[src/uml_defs.svh]
`ifndef UML_DEFS_SVH
`define UML_DEFS_SVH

// ************************************************************
// register byte offsets
// ************************************************************
`define UML_OFS_MCR 12'h000
`define UML_OFS_SPC 12'h004
`define UML_OFS_IER 12'h008
`define UML_OFS_STS 12'h00c
`define UML_OFS_MSK 12'h010
`define UML_OFS_MSR 12'h014
`define UML_OFS_BRK 12'h018

// ************************************************************
// modem_line_control fields
// ************************************************************
`define UML_MCR_DTR 0
`define UML_MCR_RTS 1
`define UML_MCR_SPARE 2
`define UML_MCR_GATE 3
`define UML_MCR_LOOP 4
`define UML_MCR_RSVD 3'h7
`define UML_MCR_RST 5'h00

// ************************************************************
// other fields and reset values
// ************************************************************
`define UML_SPC_ECHO 0
`define UML_BRK_LINE 0
`define UML_IER_RST 4'h0
`define UML_STS_RST 4'h0
`define UML_MSK_RST 4'h0
`define UML_IDLE_MARK 1'b1

`endif

[src/uml_pkg.sv]
`default_nettype none

package uml_pkg;

    // modem lines, active high inside the block
    typedef struct packed {
        logic dcd;
        logic ri;
        logic dsr;
        logic cts;
    } uml_modem_s;

    // writable part of modem_line_control, bit 4 down to bit 0
    typedef struct packed {
        logic loop;
        logic gateOut;
        logic spareOut;
        logic rts;
        logic dtr;
    } uml_mcr_s;

    typedef enum logic [2:0] {
        REG_MCR,
        REG_SPC,
        REG_IER,
        REG_STS,
        REG_MSK,
        REG_MSR,
        REG_BRK,
        REG_NONE
    } uml_reg_e;

endpackage

`default_nettype wire

[src/uml_modem_loop.sv]
// Implementation choices: the APB slave port and the address map.
`timescale 1ns/10ps
`default_nettype none

`include "uml_defs.svh"

// What this block does
// top three control bits read one, ignore writes
// loopback routes serializer into deserializer
// transmit pin held at one in loopback
// receive pin ignored during loopback
// loopback feeds modem inputs from modem outputs
// transmitted characters reach receiver directly
// loopback interrupt gate uses echo gate bit
// second general output gates serial interrupt normally
// first general output only stored normally
// request-to-send pin low when bit set
// terminal-ready pin low when bit set
// loop bit selects test mode, resets zero
// line break forces transmit low until cleared
// loopback status taken from output registers
module uml_modem_loop #(
    parameter int IRQ_SRCS = 4
) (
    // clock and reset
    input wire logic sys_clk,
    input wire logic rst,
    // apb slave
    input wire logic psel,
    input wire logic penable,
    input wire logic pwrite,
    input wire logic [11:0] paddr,
    input wire logic [31:0] pwdata,
    input wire logic [3:0] pstrb,
    output logic [31:0] prdata,
    output logic pready,
    output logic pslverr,
    // serial data path
    input wire logic txSerial,
    output logic rxToDeser,
    input wire logic serialLinePin,
    output logic serialTransmitPin,
    // modem pins, active low
    input wire uml_pkg::uml_modem_s modemPinN,
    output logic rtsN,
    output logic dtrN,
    output logic spareOutN,
    output logic gateOutN,
    // interrupt sources from the rest of the port
    input wire logic [IRQ_SRCS-1:0] portIrqReq,
    // interrupts
    output logic portIrq,
    output logic modemIrq
);

    // ************************************************************
    // registers
    // ************************************************************
    uml_pkg::uml_mcr_s mcr_ff;
    logic echoGate_ff;
    logic lineBreak_ff;
    logic [IRQ_SRCS-1:0] irqEnable_ff;
    logic [3:0] status_ff;
    logic [3:0] mask_ff;
    logic [3:0] prevModem_ff;
    logic [31:0] rdata_ff;
    logic slvErr_ff;
    logic portIrq_ff;
    logic modemIrq_ff;

    uml_pkg::uml_modem_s modemStatus;
    uml_pkg::uml_reg_e regSel;
    logic setupRd;
    logic accessWr;
    logic lowLane;
    logic [3:0] modemNow;
    logic [3:0] modemDelta;
    logic [3:0] w1c;
    logic [31:0] rdValue;
    logic gateOpen;
    logic wrMcr;
    logic wrSpc;
    logic wrIer;
    logic wrSts;
    logic wrMsk;
    logic wrBrk;
    logic unmapped;
    logic portReqHit;
    logic modemHit;
    // reset image of the status bits, indexed per bit by the loop below
    localparam logic [3:0] stsReset = `UML_STS_RST;

    // ************************************************************
    // address decode
    // ************************************************************
    always_comb begin
        case (paddr)
            `UML_OFS_MCR: begin
                regSel = uml_pkg::REG_MCR;
            end
            `UML_OFS_SPC: begin
                regSel = uml_pkg::REG_SPC;
            end
            `UML_OFS_IER: begin
                regSel = uml_pkg::REG_IER;
            end
            `UML_OFS_STS: begin
                regSel = uml_pkg::REG_STS;
            end
            `UML_OFS_MSK: begin
                regSel = uml_pkg::REG_MSK;
            end
            `UML_OFS_MSR: begin
                regSel = uml_pkg::REG_MSR;
            end
            `UML_OFS_BRK: begin
                regSel = uml_pkg::REG_BRK;
            end
            default: begin
                regSel = uml_pkg::REG_NONE;
            end
        endcase
    end

    // read data is captured in the setup cycle so prdata comes from a flop
    assign setupRd = psel & ~penable & ~pwrite;
    assign accessWr = psel & penable & pwrite & (regSel != uml_pkg::REG_NONE);
    // every field sits in the low byte, so only lane 0 can change anything
    assign lowLane = pstrb[0];
    assign pready = 1'b1;
    assign prdata = rdata_ff;
    assign pslverr = slvErr_ff;

    // ************************************************************
    // write strobes
    // ************************************************************
    // one strobe per register keeps every storage process to a single term
    assign wrMcr = accessWr & lowLane & (regSel == uml_pkg::REG_MCR);
    assign wrSpc = accessWr & lowLane & (regSel == uml_pkg::REG_SPC);
    assign wrIer = accessWr & lowLane & (regSel == uml_pkg::REG_IER);
    assign wrSts = accessWr & lowLane & (regSel == uml_pkg::REG_STS);
    assign wrMsk = accessWr & lowLane & (regSel == uml_pkg::REG_MSK);
    assign wrBrk = accessWr & lowLane & (regSel == uml_pkg::REG_BRK);
    // an unmapped access is flagged in setup and stands through access
    assign unmapped = (regSel == uml_pkg::REG_NONE);

    // ************************************************************
    // read mux
    // ************************************************************
    always_comb begin
        rdValue = 32'h0000_0000;
        case (regSel)
            uml_pkg::REG_MCR: begin
                rdValue[7:5] = `UML_MCR_RSVD;
                rdValue[4:0] = mcr_ff;
            end
            uml_pkg::REG_SPC: begin
                rdValue[`UML_SPC_ECHO] = echoGate_ff;
            end
            uml_pkg::REG_IER: begin
                rdValue[IRQ_SRCS-1:0] = irqEnable_ff;
            end
            uml_pkg::REG_STS: begin
                rdValue[3:0] = status_ff;
            end
            uml_pkg::REG_MSK: begin
                rdValue[3:0] = mask_ff;
            end
            uml_pkg::REG_MSR: begin
                rdValue[3:0] = modemNow;
            end
            uml_pkg::REG_BRK: begin
                rdValue[`UML_BRK_LINE] = lineBreak_ff;
            end
            default: begin
                rdValue = 32'h0000_0000;
            end
        endcase
    end

    // ************************************************************
    // read data and error flops
    // ************************************************************
    always_ff @(posedge sys_clk) begin
        if (rst) begin
            rdata_ff <= 32'h0000_0000;
        end else if (setupRd) begin
            rdata_ff <= rdValue;
        end
    end

    always_ff @(posedge sys_clk) begin
        if (rst) begin
            slvErr_ff <= 1'b0;
        end else if (psel & ~penable) begin
            slvErr_ff <= unmapped;
        end
    end

    // ************************************************************
    // modem_line_control
    // ************************************************************
    // bits 7 to 5 have no storage, so writes there vanish
    always_ff @(posedge sys_clk) begin
        if (rst) begin
            mcr_ff <= `UML_MCR_RST;
        end else if (wrMcr) begin
            mcr_ff <= pwdata[4:0];
        end
    end

    // ************************************************************
    // other control registers
    // ************************************************************
    always_ff @(posedge sys_clk) begin
        if (rst) begin
            echoGate_ff <= 1'b0;
        end else if (wrSpc) begin
            echoGate_ff <= pwdata[`UML_SPC_ECHO];
        end
    end

    always_ff @(posedge sys_clk) begin
        if (rst) begin
            lineBreak_ff <= 1'b0;
        end else if (wrBrk) begin
            lineBreak_ff <= pwdata[`UML_BRK_LINE];
        end
    end

    always_ff @(posedge sys_clk) begin
        if (rst) begin
            irqEnable_ff <= IRQ_SRCS'(`UML_IER_RST);
        end else if (wrIer) begin
            irqEnable_ff <= pwdata[IRQ_SRCS-1:0];
        end
    end

    always_ff @(posedge sys_clk) begin
        if (rst) begin
            mask_ff <= `UML_MSK_RST;
        end else if (wrMsk) begin
            mask_ff <= pwdata[3:0];
        end
    end

    // ************************************************************
    // pin routing and loopback
    // ************************************************************
    uml_loop_route u_route (
        .sys_clk(sys_clk),
        .rst(rst),
        .mcr(mcr_ff),
        .lineBreak(lineBreak_ff),
        .txSerial(txSerial),
        .serialLinePin(serialLinePin),
        .serialTransmitPin(serialTransmitPin),
        .rxToDeser(rxToDeser),
        .modemPinN(modemPinN),
        .modemStatus(modemStatus),
        .rtsN(rtsN),
        .dtrN(dtrN),
        .spareOutN(spareOutN),
        .gateOutN(gateOutN)
    );

    assign modemNow = modemStatus;

    // ************************************************************
    // modem change events
    // ************************************************************
    // a write-one clear in the same cycle as a new change loses to the set
    assign w1c = wrSts ? pwdata[3:0] : 4'h0;

    // the previous image resets with the status path, so reset is no change;
    // entering or leaving loopback swaps the source and counts as a change
    always_ff @(posedge sys_clk) begin
        if (rst) begin
            prevModem_ff <= 4'h0;
        end else begin
            prevModem_ff <= modemNow;
        end
    end

    genvar gi;
    generate
        for (gi = 0; gi < 4; gi++) begin : g_delta
            assign modemDelta[gi] = modemNow[gi] ^ prevModem_ff[gi];

            always_ff @(posedge sys_clk) begin
                if (rst) begin
                    status_ff[gi] <= stsReset[gi];
                end else if (modemDelta[gi]) begin
                    status_ff[gi] <= 1'b1;
                end else if (w1c[gi]) begin
                    status_ff[gi] <= 1'b0;
                end
            end
        end
    endgenerate

    // ************************************************************
    // interrupt outputs
    // ************************************************************
    // both outputs are flops, so a register write never glitches them
    assign modemHit = |(status_ff & mask_ff);

    always_ff @(posedge sys_clk) begin
        if (rst) begin
            modemIrq_ff <= 1'b0;
        end else begin
            modemIrq_ff <= modemHit;
        end
    end

    assign modemIrq = modemIrq_ff;

    // ************************************************************
    // serial port interrupt gate
    // ************************************************************
    // enabled requests are combined first, the gate only decides if they pass
    assign portReqHit = |(portIrqReq & irqEnable_ff);

    // in loopback the second output is busy driving carrier detect,
    // so a separate gate bit takes over its interrupt role
    always_comb begin
        if (mcr_ff.loop) begin
            gateOpen = echoGate_ff;
        end else begin
            gateOpen = mcr_ff.gateOut;
        end
    end

    always_ff @(posedge sys_clk) begin
        if (rst) begin
            portIrq_ff <= 1'b0;
        end else begin
            portIrq_ff <= gateOpen & portReqHit;
        end
    end

    assign portIrq = portIrq_ff;

endmodule

`default_nettype wire

[src/uml_loop_route.sv]
`timescale 1ns/10ps
`default_nettype none

`include "uml_defs.svh"

module uml_loop_route (
    // clock and reset
    input wire logic sys_clk,
    input wire logic rst,
    // control
    input wire uml_pkg::uml_mcr_s mcr,
    input wire logic lineBreak,
    // serial data
    input wire logic txSerial,
    input wire logic serialLinePin,
    output logic serialTransmitPin,
    output logic rxToDeser,
    // modem lines
    input wire uml_pkg::uml_modem_s modemPinN,
    output uml_pkg::uml_modem_s modemStatus,
    output logic rtsN,
    output logic dtrN,
    output logic spareOutN,
    output logic gateOutN
);

    logic txLine;
    uml_pkg::uml_modem_s loopModem;

    // break drives the line low on either path
    assign txLine = txSerial & ~lineBreak;

    always_comb begin
        loopModem.dsr = mcr.dtr;
        loopModem.cts = mcr.rts;
        loopModem.ri = mcr.spareOut;
        loopModem.dcd = mcr.gateOut;
    end

    // ************************************************************
    // registered pins
    // ************************************************************
    always_ff @(posedge sys_clk) begin
        if (rst) begin
            serialTransmitPin <= `UML_IDLE_MARK;
            rxToDeser <= `UML_IDLE_MARK;
        end else if (mcr.loop) begin
            serialTransmitPin <= `UML_IDLE_MARK;
            rxToDeser <= txLine;
        end else begin
            serialTransmitPin <= txLine;
            rxToDeser <= serialLinePin;
        end
    end

    always_ff @(posedge sys_clk) begin
        if (rst) begin
            modemStatus <= '0;
        end else if (mcr.loop) begin
            modemStatus <= loopModem;
        end else begin
            modemStatus <= ~modemPinN;
        end
    end

    // modem outputs stay driven in loopback, only the modem inputs are cut off
    always_ff @(posedge sys_clk) begin
        if (rst) begin
            rtsN <= 1'b1;
            dtrN <= 1'b1;
            spareOutN <= 1'b1;
            gateOutN <= 1'b1;
        end else begin
            rtsN <= ~mcr.rts;
            dtrN <= ~mcr.dtr;
            spareOutN <= ~mcr.spareOut;
            gateOutN <= ~mcr.gateOut;
        end
    end

endmodule

`default_nettype wire

[config.mk]
export PLATFORM = sky130hd
export DESIGN_NAME = uml_modem_loop
export DESIGN_NICKNAME = d
export VERILOG_FILES = /design/src/uml_pkg.sv /design/src/uml_modem_loop.sv /design/src/uml_loop_route.sv
export VERILOG_INCLUDE_DIRS = /design/src
export SDC_FILE = /design/constraint.sdc
export NUM_CORES = 1
export LEC_CHECK = 0
export ABC_AREA = 1
export BUFFER_PORTS_ARGS = -buffer_cell sky130_fd_sc_hd__buf_2
export CAP_MARGIN = 10
export CORE_ASPECT_RATIO = 0.6
export CORE_MARGIN = 2
export CORE_UTILIZATION = 49
export DETAILED_ROUTE_END_ITERATION = 16
export HOLD_SLACK_MARGIN = 0.08
export PLACE_DENSITY = 0.81
export SYNTH_ARGS = -nofsm -noshare
export SYNTH_HDL_FRONTEND = slang
export SYNTH_HIERARCHICAL = 1
export SYNTH_SLANG_ARGS = --single-unit
export TNS_END_PERCENT = 100
[constraint.sdc]
create_clock -name sys_clk -period 2.6 [get_ports sys_clk]
set_input_delay 0.39 -clock sys_clk [delete_from_list [all_inputs] [get_ports sys_clk]]
set_output_delay 0.39 -clock sys_clk [all_outputs]
set_load 0.05 [all_outputs]
==> results.yml, run 1 <==
cts:
  cts_resized: 0
  cts_tree: "built"
  post_cts_buffers: 0
  cts_hold_buffers: 0
  numCtsBuffers: 5
  clockBufferDepth: 2
  htree_levels: 2
  clk_latency_ps: 300
  cts_sinks: 42
  path_clk_slew_ps: 80
  root_buffer: "clkbuf_8"
layout:
  nets: 406
  fill_cells: 429
  fin_area_sq_um: 2430
  drive_above_1_share_pct: 21.8
  multi_input_area_sq_um: 1010
  diodes: 0
  seq_area_sq_um: 841
  area_growth_pct: 13.3
  utilization_pct: 58.6
power_and_ir_drop:
  p_int_mw: 0.907
  p_seq_share_pct: 51.9
  ir_worst_vdd_mv: 0.362
  swShare_pct: 29.3
  combinationalPowerShare_pct: 13.9
  p_switching_mw: 0.376
  p_per_area_nw_per_um2: 528
  clkPwrFrac_pct: 34.2
  power.total_mw: 1.28
  power.leakage_nw: 1.22
die:
  rows: 18
  io_pins: 105
  core_area_sq_um: 4140
  fp.dieH_um: 55.2
  floorplan.initialDensity_pct: 51.7
  die_w_um: 89.4
  die_area_sq_um: 4940
timing:
  fin_ws_ps: 981
  skew_ps: 2.07
  setup_tns_ps: 0
  finalCriticalPeriod_ps: 1620
  period_share_pct: 62.3
  max_freq_ghz: 0.618
  rsz0062_at_grt: "false"
  finalMaxSlewViolations: 0
  setup_violations: 0
  hold_viol: 0
synth:
  yosys_warnings: 6
  ys_seq_elements: 42
  synthSimpleGateAreaFrac_pct: 27.2
  synth_area_per_cell_sq_um: 7.29
  synth_mux_area_share_pct: 0
  netlist_area_sq_um: 2140
  synth_seq_area_share_pct: 39.2
  synth_fa_ha_area_share_pct: 0
  synth_area_leaders: "dfxtp_1, nand2_1, buf_4"
  yosys.area.top_type: "dfxtp_1"
  synth_top_cell_area_share_pct: 39.2
  synth_top_family_by_area: "simple AND/OR/NAND/NOR gates"
  synth-xor-area-share_pct: 1.63
  synth.distinct_cells: 29
  synth-compound-area-share_pct: 14.0
  syn_inst: 294
place:
  port_buffers: 49
  dp_hpwl_um: 3770
  pre_cts_ws_ps: 706
  placed_cell_area_sq_um: 2330
  gp_congestion: 0.870
grt:
  grt_pass1_vias: 1691
  grt-ovfl-total: 0
  antenna_found_initial: 0
  grtUsageTotal_pct: 20.9
  grt_pass1_wl_um: 7820
  grt_max_degree: 20
critical_path:
  start_kind: "input pin"
  crit_required_ps: 2770
  endpoint_kind: "flip-flop"
  cp.arrival_ps: 1790
  critPathKind: "in2reg"
  r2r_cells: 6
  crit_fanout: 5
routing:
  viasPerCell: 4.87
  avgRoutedWirePerCell_um: 12.3
  dr.pass1.iters: 5
  postRouteAntennaNets: 0
  wl_um: 4960
  drc: 0
  first_iter_violations: 198
  vias: 1966
outcome:
  status: "finished, final reports clean"
min_path:
  hp-class: "in2reg"
  min_path_cells: 3
run:
  maxCapViolCount: 0
metal layers:
metal / wire (um) / GRT usage [%] / vias to the layer above
met3: 587 / 6.88 / 9
met5: 0 / 0 / -
met4: 89 / 6.82 / 0
met1: 2300 / 31.8 / 865
met2: 1990 / 27.5 / 109
li1: - / - / 983
power by group through the flow:
stage / Sequential (mW) / Combinational [mW] / Clock [mW]
2_1_floorplan: 0.688 / 0.156 / 0
4_1_cts: 0.666 / 0.177 / 0.447
3_5_place_dp: 0.681 / 0.177 / 0
6_report: 0.665 / 0.178 / 0.439
3_3_place_gp: 0.680 / 0.174 / 0
5_1_grt: 0.668 / 0.192 / 0.475
kinds of logic after synthesis:
kind of cell / Yosys count
simple gates: 118
buf+inv: 73
compound gates: 55
flops: 42
xor+xnor: 4
other cells: 2
sequential cells by signal (all words and copies together), names as in the netlist:
register / count
lineBreak_ff: 1
u_route/dtrN: 1
u_route/rtsN: 1
prevModem_ff: 4
echoGate_ff: 1
u_route/serialTransmitPin: 1
u_route/gateOutN: 1
u_route/rxToDeser: 1
u_route/spareOutN: 1
u_route/modemStatus: 4
mask_ff: 4
modemIrq: 1
pslverr: 1
mcr_ff: 5
prdata: 6
portIrq: 1
status_ff: 4
irqEnable_ff: 4
Yosys cell counts:
cell	count
nand2_1	55
dfxtp_1	42
inv_1	40
buf_4	27
a21oi_1	24
nor2_1	22
o21ai_0	20
nand3_1	18
nand4_1	8
o21ai_1	4
xnor2_1	4
inv_2	3
nand2_2	3
nor2_2	3
nor2_4	3
conb_1	2
nand2_4	2
nand3_2	2
nor2_8	2
a2111oi_0	1
a211oi_1	1
a221oi_1	1
a22o_1	1
a31oi_1	1
a41oi_1	1
buf_2	1
clkbuf_1	1
clkbuf_2	1
o211a_1	1
cell usage in the layout, fill, tap and decap left out, types with 2 or more instances in the layout:
master / n
nor2_1: 22
nand2_4: 2
nor2_8: 2
inv_2: 3
dfxtp_1: 42
nand2_1: 55
o21ai_1: 4
nand2_2: 3
buf_2: 49
clkbuf_8: 6
inv_1: 40
nor2_4: 3
conb_1: 25
nor2_2: 3
a21oi_1: 24
nand3_2: 2
nand4_1: 8
xnor2_1: 4
nand3_1: 18
o21ai_0: 20
final timing paths:
path	start	to	slack, ps
max	paddr[1]	prdata[0]	980
min reg2reg	mcr_ff[0]	u_route/dtrN	460
min	txSerial	u_route/serialTransmitPin	290
max reg2reg	mcr_ff[1]	prdata[1]	1420
per-stage QoR:
step | std cells | hold slack [ps]
final | 404 | 290
after global routing | 404 | 289
after CTS | 404 | 285
after detailed placement | 396 | 429
after global placement | 396 | 426
after floorplan | 317 | 388
cell type report:
type	instances	share of cell area, %
multi-input combinational	202	41.6
sequential	42	34.6
timing repair buffer	49	10.1
inverter	43	6.65
clock buffer	6	3.40
tap	60	3.09
clock inverter	2	0.515
critical path, stage by stage:
cell	delay, ps
buf_2	110
nor2_1	360
nand3_1	120
nor2_1	160
nand2_1	110
nand3_1	130
nor2_4	80
nand3_1	70
nand4_1	120
nand2_1	90
a21oi_1	60
Note: power is estimated with default switching activity, not from simulation.
==> inputs of run 2 (changes only) <==
--- a/config.mk
+++ b/config.mk
@@ -11,10 +11,10 @@
 export CAP_MARGIN = 10
 export CORE_ASPECT_RATIO = 0.6
 export CORE_MARGIN = 2
-export CORE_UTILIZATION = 49
+export CORE_UTILIZATION = 46
 export DETAILED_ROUTE_END_ITERATION = 16
 export HOLD_SLACK_MARGIN = 0.08
-export PLACE_DENSITY = 0.81
+export PLACE_DENSITY = 0.77
 export SYNTH_ARGS = -nofsm -noshare
 export SYNTH_HDL_FRONTEND = slang
 export SYNTH_HIERARCHICAL = 1
==> constraint.sdc (replaced) <==
create_clock -name sys_clk -period 1.7 [get_ports sys_clk]
set_input_delay 0.255 -clock sys_clk [delete_from_list [all_inputs] [get_ports sys_clk]]
set_output_delay 0.255 -clock sys_clk [all_outputs]
set_load 0.05 [all_outputs]
==> results.yml, run 2 (synthesized netlist as in run 1, its figures left out) <==
cts:
  root_buffer: "clkbuf_8"
  cts_tree: "built"
  cts_sinks: 42
  post_cts_buffers: 0
  numCtsBuffers: 5
  clk_latency_ps: 290
  path_clk_slew_ps: 80
  clockBufferDepth: 2
  cts_resized: 0
  htree_levels: 2
  cts_hold_buffers: 0
grt:
  antenna_found_initial: 0
  grt-ovfl-total: 0
  grt_pass1_vias: 1706
  grt_pass1_wl_um: 8020
  grt_max_degree: 17
  grtUsageTotal_pct: 19.7
die:
  io_pins: 105
  rows: 19
  floorplan.initialDensity_pct: 47.5
  fp.dieH_um: 56.9
  die_area_sq_um: 5240
  core_area_sq_um: 4520
  die_w_um: 92.1
timing:
  rsz0062_at_grt: "false"
  period_share_pct: 83.0
  max_freq_ghz: 0.709
  finalCriticalPeriod_ps: 1410
  setup_tns_ps: 0
  hold_viol: 0
  setup_violations: 0
  finalMaxSlewViolations: 0
  skew_ps: 3.98
layout:
  largest_reg_flops: 6
  mostFrequentLayoutCells: "nand2_1, buf_2, dfxtp_1"
  area_growth_pct: 16.6
  nets: 413
  diodes: 0
  utilization_pct: 55.3
  drive_above_1_share_pct: 23.1
  fill_cells: 456
  layout_commonest_cell: "nand2_1"
routing:
  wl_um: 4920
  first_iter_violations: 127
  vias: 1944
  avgRoutedWirePerCell_um: 11.9
  postRouteAntennaNets: 0
  dr.pass1.iters: 4
  viasPerCell: 4.70
  drc: 0
place:
  gp_congestion: 0.901
  port_buffers: 49
  dp_hpwl_um: 3870
outcome:
  status: "finished, final reports clean"
critical_path:
  cp.arrival_ps: 1640
  crit_required_ps: 1930
  critical_path.startpoint: "paddr[0]"
  critPathKind: "in2reg"
  r2r-start: "mcr_ff[4]"
  crit_fanout: 8
  ff2ff_setup_slack_ps: 530
  endpoint_kind: "flip-flop"
  rr_endpoint: "portIrq"
  crit_end: "mask_ff[3]"
  start_kind: "input pin"
  r2r_cells: 2
power_and_ir_drop:
  p_per_area_nw_per_um2: 830
  ir_worst_vdd_mv: 0.675
  power.leakage_nw: 1.26
run:
  maxCapViolCount: 0
min_path:
  hp-class: "in2reg"
run 2: changes by cell type in the layout (fill, tap and decap cells not counted), sizes merged:
cell,previous run,this run
buf,49,56
bufinv,0,1
clkinv,1,0
run 2: critical path, stage by stage:
cell and delay (ps):
buf_2 100, inv_1 40, nand2_1 80, nor2_1 180
nand3_2 140, nand3_2 140, nand2_2 70, nor2_4 160
nand2_4 90, nor2_8 140, o21ai_1 90, a21oi_1 140
run 2: report_power, final:
group,internal [mW],switching (mW)
clock network,0.438,0.343
registers,1.00,0.0134
logic,0.0588,0.217
total,1.50,0.573
run 2: layout make-up:
| type | count | area (sq um) | share of cell area (%) |
|---|---|---|---|
| multi-input cells | 202 | 1010 | 40.4 |
| flip-flops and latches | 42 | 841 | 33.6 |
| repair buffers | 56 | 298 | 11.9 |
| inverters | 43 | 161 | 6.46 |
| well taps | 63 | 78.8 | 3.15 |
| clock buffers | 6 | 72.6 | 2.90 |
| clock inverters | 2 | 37.5 | 1.50 |
run 2: layer usage:
| layer | share of wire [%] | track usage, % |
|---|---|---|
| met4 | 0.65 | 4.48 |
| met3 | 9.9 | 5.10 |
| met1 | 48 | 29.8 |
| met5 | 0 | 0 |
| met2 | 41 | 28.0 |
run 2: per-stage QoR:
stage,setup WS [ps],area [sq um],hold slack (ps),power (mW),instances
4_1_cts,295,2500,151,2.08,414
3_5_place_dp,-8.09,2390,438,1.32,406
5_1_grt,91.1,2500,180,2.15,414
3_3_place_gp,66.3,2390,430,1.31,406
6_report,290,2500,158,2.07,414
2_1_floorplan,285,2230,352,1.29,317
run 2: worst min-delay path by stage:
stage	startpoint	to	slack, ps	cells after the start
5_1_grt	txSerial	u_route/serialTransmitPin	180	3
3_3_place_gp	mcr_ff[1]	u_route/rtsN	430	1
4_1_cts	txSerial	u_route/serialTransmitPin	150	3
6_report	txSerial	u_route/serialTransmitPin	160	3
2_1_floorplan	rst	u_route/serialTransmitPin	350	2
3_5_place_dp	mcr_ff[2]	u_route/spareOutN	440	1
==> inputs of run 3 (changes only) <==
--- a/config.mk
+++ b/config.mk
@@ -6,15 +6,15 @@
 export SDC_FILE = /design/constraint.sdc
 export NUM_CORES = 1
 export LEC_CHECK = 0
-export ABC_AREA = 1
+export ABC_AREA = 0
 export BUFFER_PORTS_ARGS = -buffer_cell sky130_fd_sc_hd__buf_2
 export CAP_MARGIN = 10
 export CORE_ASPECT_RATIO = 0.6
 export CORE_MARGIN = 2
-export CORE_UTILIZATION = 46
+export CORE_UTILIZATION = 45
 export DETAILED_ROUTE_END_ITERATION = 16
 export HOLD_SLACK_MARGIN = 0.08
-export PLACE_DENSITY = 0.77
+export PLACE_DENSITY = 0.76
 export SYNTH_ARGS = -nofsm -noshare
 export SYNTH_HDL_FRONTEND = slang
 export SYNTH_HIERARCHICAL = 1
==> constraint.sdc (replaced) <==
create_clock -name sys_clk -period 1.5 [get_ports sys_clk]
set_input_delay 0.225 -clock sys_clk [delete_from_list [all_inputs] [get_ports sys_clk]]
set_output_delay 0.225 -clock sys_clk [all_outputs]
set_load 0.05 [all_outputs]
==> results.yml, run 3 <==
place:
  port_buffers: 49
  dp_hpwl_um: 3810
  gp_congestion: 0.899
  pre_cts_ws_ps: -430
critical_path:
  cpLargestDelayFamily: "simple AND/OR/NAND/NOR gates"
  crit_buf_inv: 1
  crit_fanout: 6
  critPathMaxStageDelay_ps: 610
  r2r_cells: 3
  start_kind: "input pin"
  cp.depth: 5
  crit_chain: "buf_6 -> or4_4 -> or4_4 -> o31ai_4 -> a21oi_2"
  critPathKind: "in2reg"
  crit_required_ps: 1680
  cp.arrival_ps: 1770
  cpMostUsedCell: "or4_4"
  critPathSlowestCell: "or4_4"
  ff2ff_setup_slack_ps: 170
  endpoint_kind: "flip-flop"
  rr_endpoint: "prdata[0]"
  r2r-start: "status_ff[0]"
routing:
  viasPerCell: 5.26
  vias: 1935
  drc: 0
  postRouteAntennaNets: 0
  avgRoutedWirePerCell_um: 14.5
  wl_um: 5330
  dr.pass1.iters: 5
  first_iter_violations: 198
die:
  io_pins: 105
  core_area_sq_um: 4520
  rows: 19
  die_area_sq_um: 5200
  floorplan.initialDensity_pct: 46.1
  die_w_um: 91.8
  fp.dieH_um: 56.7
grt:
  antenna_found_initial: 0
  grt_pass1_wl_um: 8480
  grt-ovfl-total: 0
  grt_max_degree: 26
  grtUsageTotal_pct: 21.0
  grt_pass1_vias: 1713
synth:
  yosys_most_used_dff: "dfxtp_1"
  synth_seq_area_share_pct: 40.4
  synth_fa_ha_area_share_pct: 0
  yosys-top-cells-count: "dfxtp_1, buf_4, a21oi_1, nand3_1, o21ai_1"
  synth_mux_area_share_pct: 4.93
  ys_seq_elements: 42
  synth-compound-area-share_pct: 17.5
  synth_edf_count: 0
  synth_top_cell_area_share_pct: 40.4
  synth-xor-area-share_pct: 1.68
  synth_most_common_cell: "dfxtp_1"
  ys_async_sr_fraction_pct: 0
  syn_inst: 243
  synth.distinct_cells: 40
  yosys_warnings: 6
  synthSimpleGateAreaFrac_pct: 21.7
  synth_area_leaders: "dfxtp_1, buf_4, a21oi_1"
  netlist_area_sq_um: 2080
  yosys.area.top_type: "dfxtp_1"
  synth_top_family_by_area: "simple AND/OR/NAND/NOR gates"
  synth_area_per_cell_sq_um: 8.56
layout:
  nets: 367
  mostFrequentLayoutCells: "buf_2, dfxtp_1, a21oi_1"
  area_growth_pct: 24.0
  layout_commonest_cell: "buf_2"
  utilization_pct: 57.1
  drive_above_1_share_pct: 32.8
  diodes: 0
  largest_reg_flops: 6
power_and_ir_drop:
  p_per_area_nw_per_um2: 953
  ir_worst_vdd_mv: 0.628
  power.leakage_nw: 1.02
run:
  maxCapViolCount: 0
timing:
  worst_hold_slack_ps: 169
  hold_viol: 0
  period_share_pct: 106
  fin_ws_ps: -85.3
  max_freq_ghz: 0.631
  rsz0062_at_grt: "true"
  finalCriticalPeriod_ps: 1590
  skew_ps: 6.97
  setup_violations: 17
  finalMaxSlewViolations: 0
min_path:
  hp-class: "in2reg"
  min_path_cells: 3
  min_from: "modemPinN[1]"
  hold_path_end: "u_route/modemStatus[1]"
outcome:
  violations: "negative setup slack"
  status: "finished with violations"
cts:
  clk_latency_ps: 300
  numCtsBuffers: 5
  htree_levels: 2
  root_buffer: "clkbuf_8"
  cts_sinks: 42
  path_clk_slew_ps: 80
  cts_tree: "built"
  cts_hold_buffers: 0
  clockBufferDepth: 2
## run 3: final cells by class
cell class / count / area, sq um
Fill cell: 465 / 1940
Clock inverter: 3 / 43.8
Clock buffer: 5 / 68.8
Timing Repair Buffer: 71 / 429
Sequential cell: 42 / 841
Tap cell: 63 / 78.8
Multi-Input combinational cell: 184 / 1120
## run 3: cell families (layout without fill, tap and decap cells)
group,count (synthesis),count (layout)
AND/OR/NAND/NOR,78,79
AO/OA/AOI/OAI,67,67
flip-flops,42,42
buffers and inverters,41,79
multiplexers,9,9
XOR/XNOR,4,4
other,2,25
## run 3: stage by stage
step	power, mW	setup TNS (ps)	instances	cell area (sq um)
global placement	1.55	-7780	359	2390
finish	2.46	-847	368	2580
CTS	2.47	-654	368	2570
global route	2.55	-1420	368	2580
floorplan	1.49	-4960	266	2170
detailed placement	1.56	-8380	359	2390
## run 3: worst max-delay path by stage
stage          slack (ps)               to      start
2_1_floorplan        -260        mcr_ff[3]   paddr[9]
3_3_place_gp         -380     lineBreak_ff   paddr[9]
3_5_place_dp         -430     lineBreak_ff   paddr[9]
4_1_cts               -90  irqEnable_ff[2]  paddr[10]
5_1_grt              -110  irqEnable_ff[2]  paddr[10]
6_report              -90     lineBreak_ff  paddr[10]
## run 3: per-layer routing
metal / wire [um] / vias up / track usage [%]
met5: 0 / - / 0
met4: 32 / 0 / 5.12
met3: 561 / 5 / 5.91
met2: 2280 / 107 / 29.6
met1: 2460 / 887 / 31.4
li1: - / 936 / -
## run 3: worst register-to-register path, stage by stage, from the launching register on
cell	delay (ps)
dfxtp_1	360
mux4_2	460
o21ai_0	270
o41ai_1	110
## run 3: repair_timing
action	4_1_cts	5_1_grt
setup endpoints to repair	19	23
cloned	1	0
resized for setup	14	7
buffers inserted	0	1
pin swaps	15	3
## run 3: power by group
part	switching [mW]	internal (mW)	leakage (nW)
sequential	0.0216	1.14	0.342
clock	0.411	0.499	0.0585
combinational	0.277	0.111	0.622
total	0.710	1.75	1.02
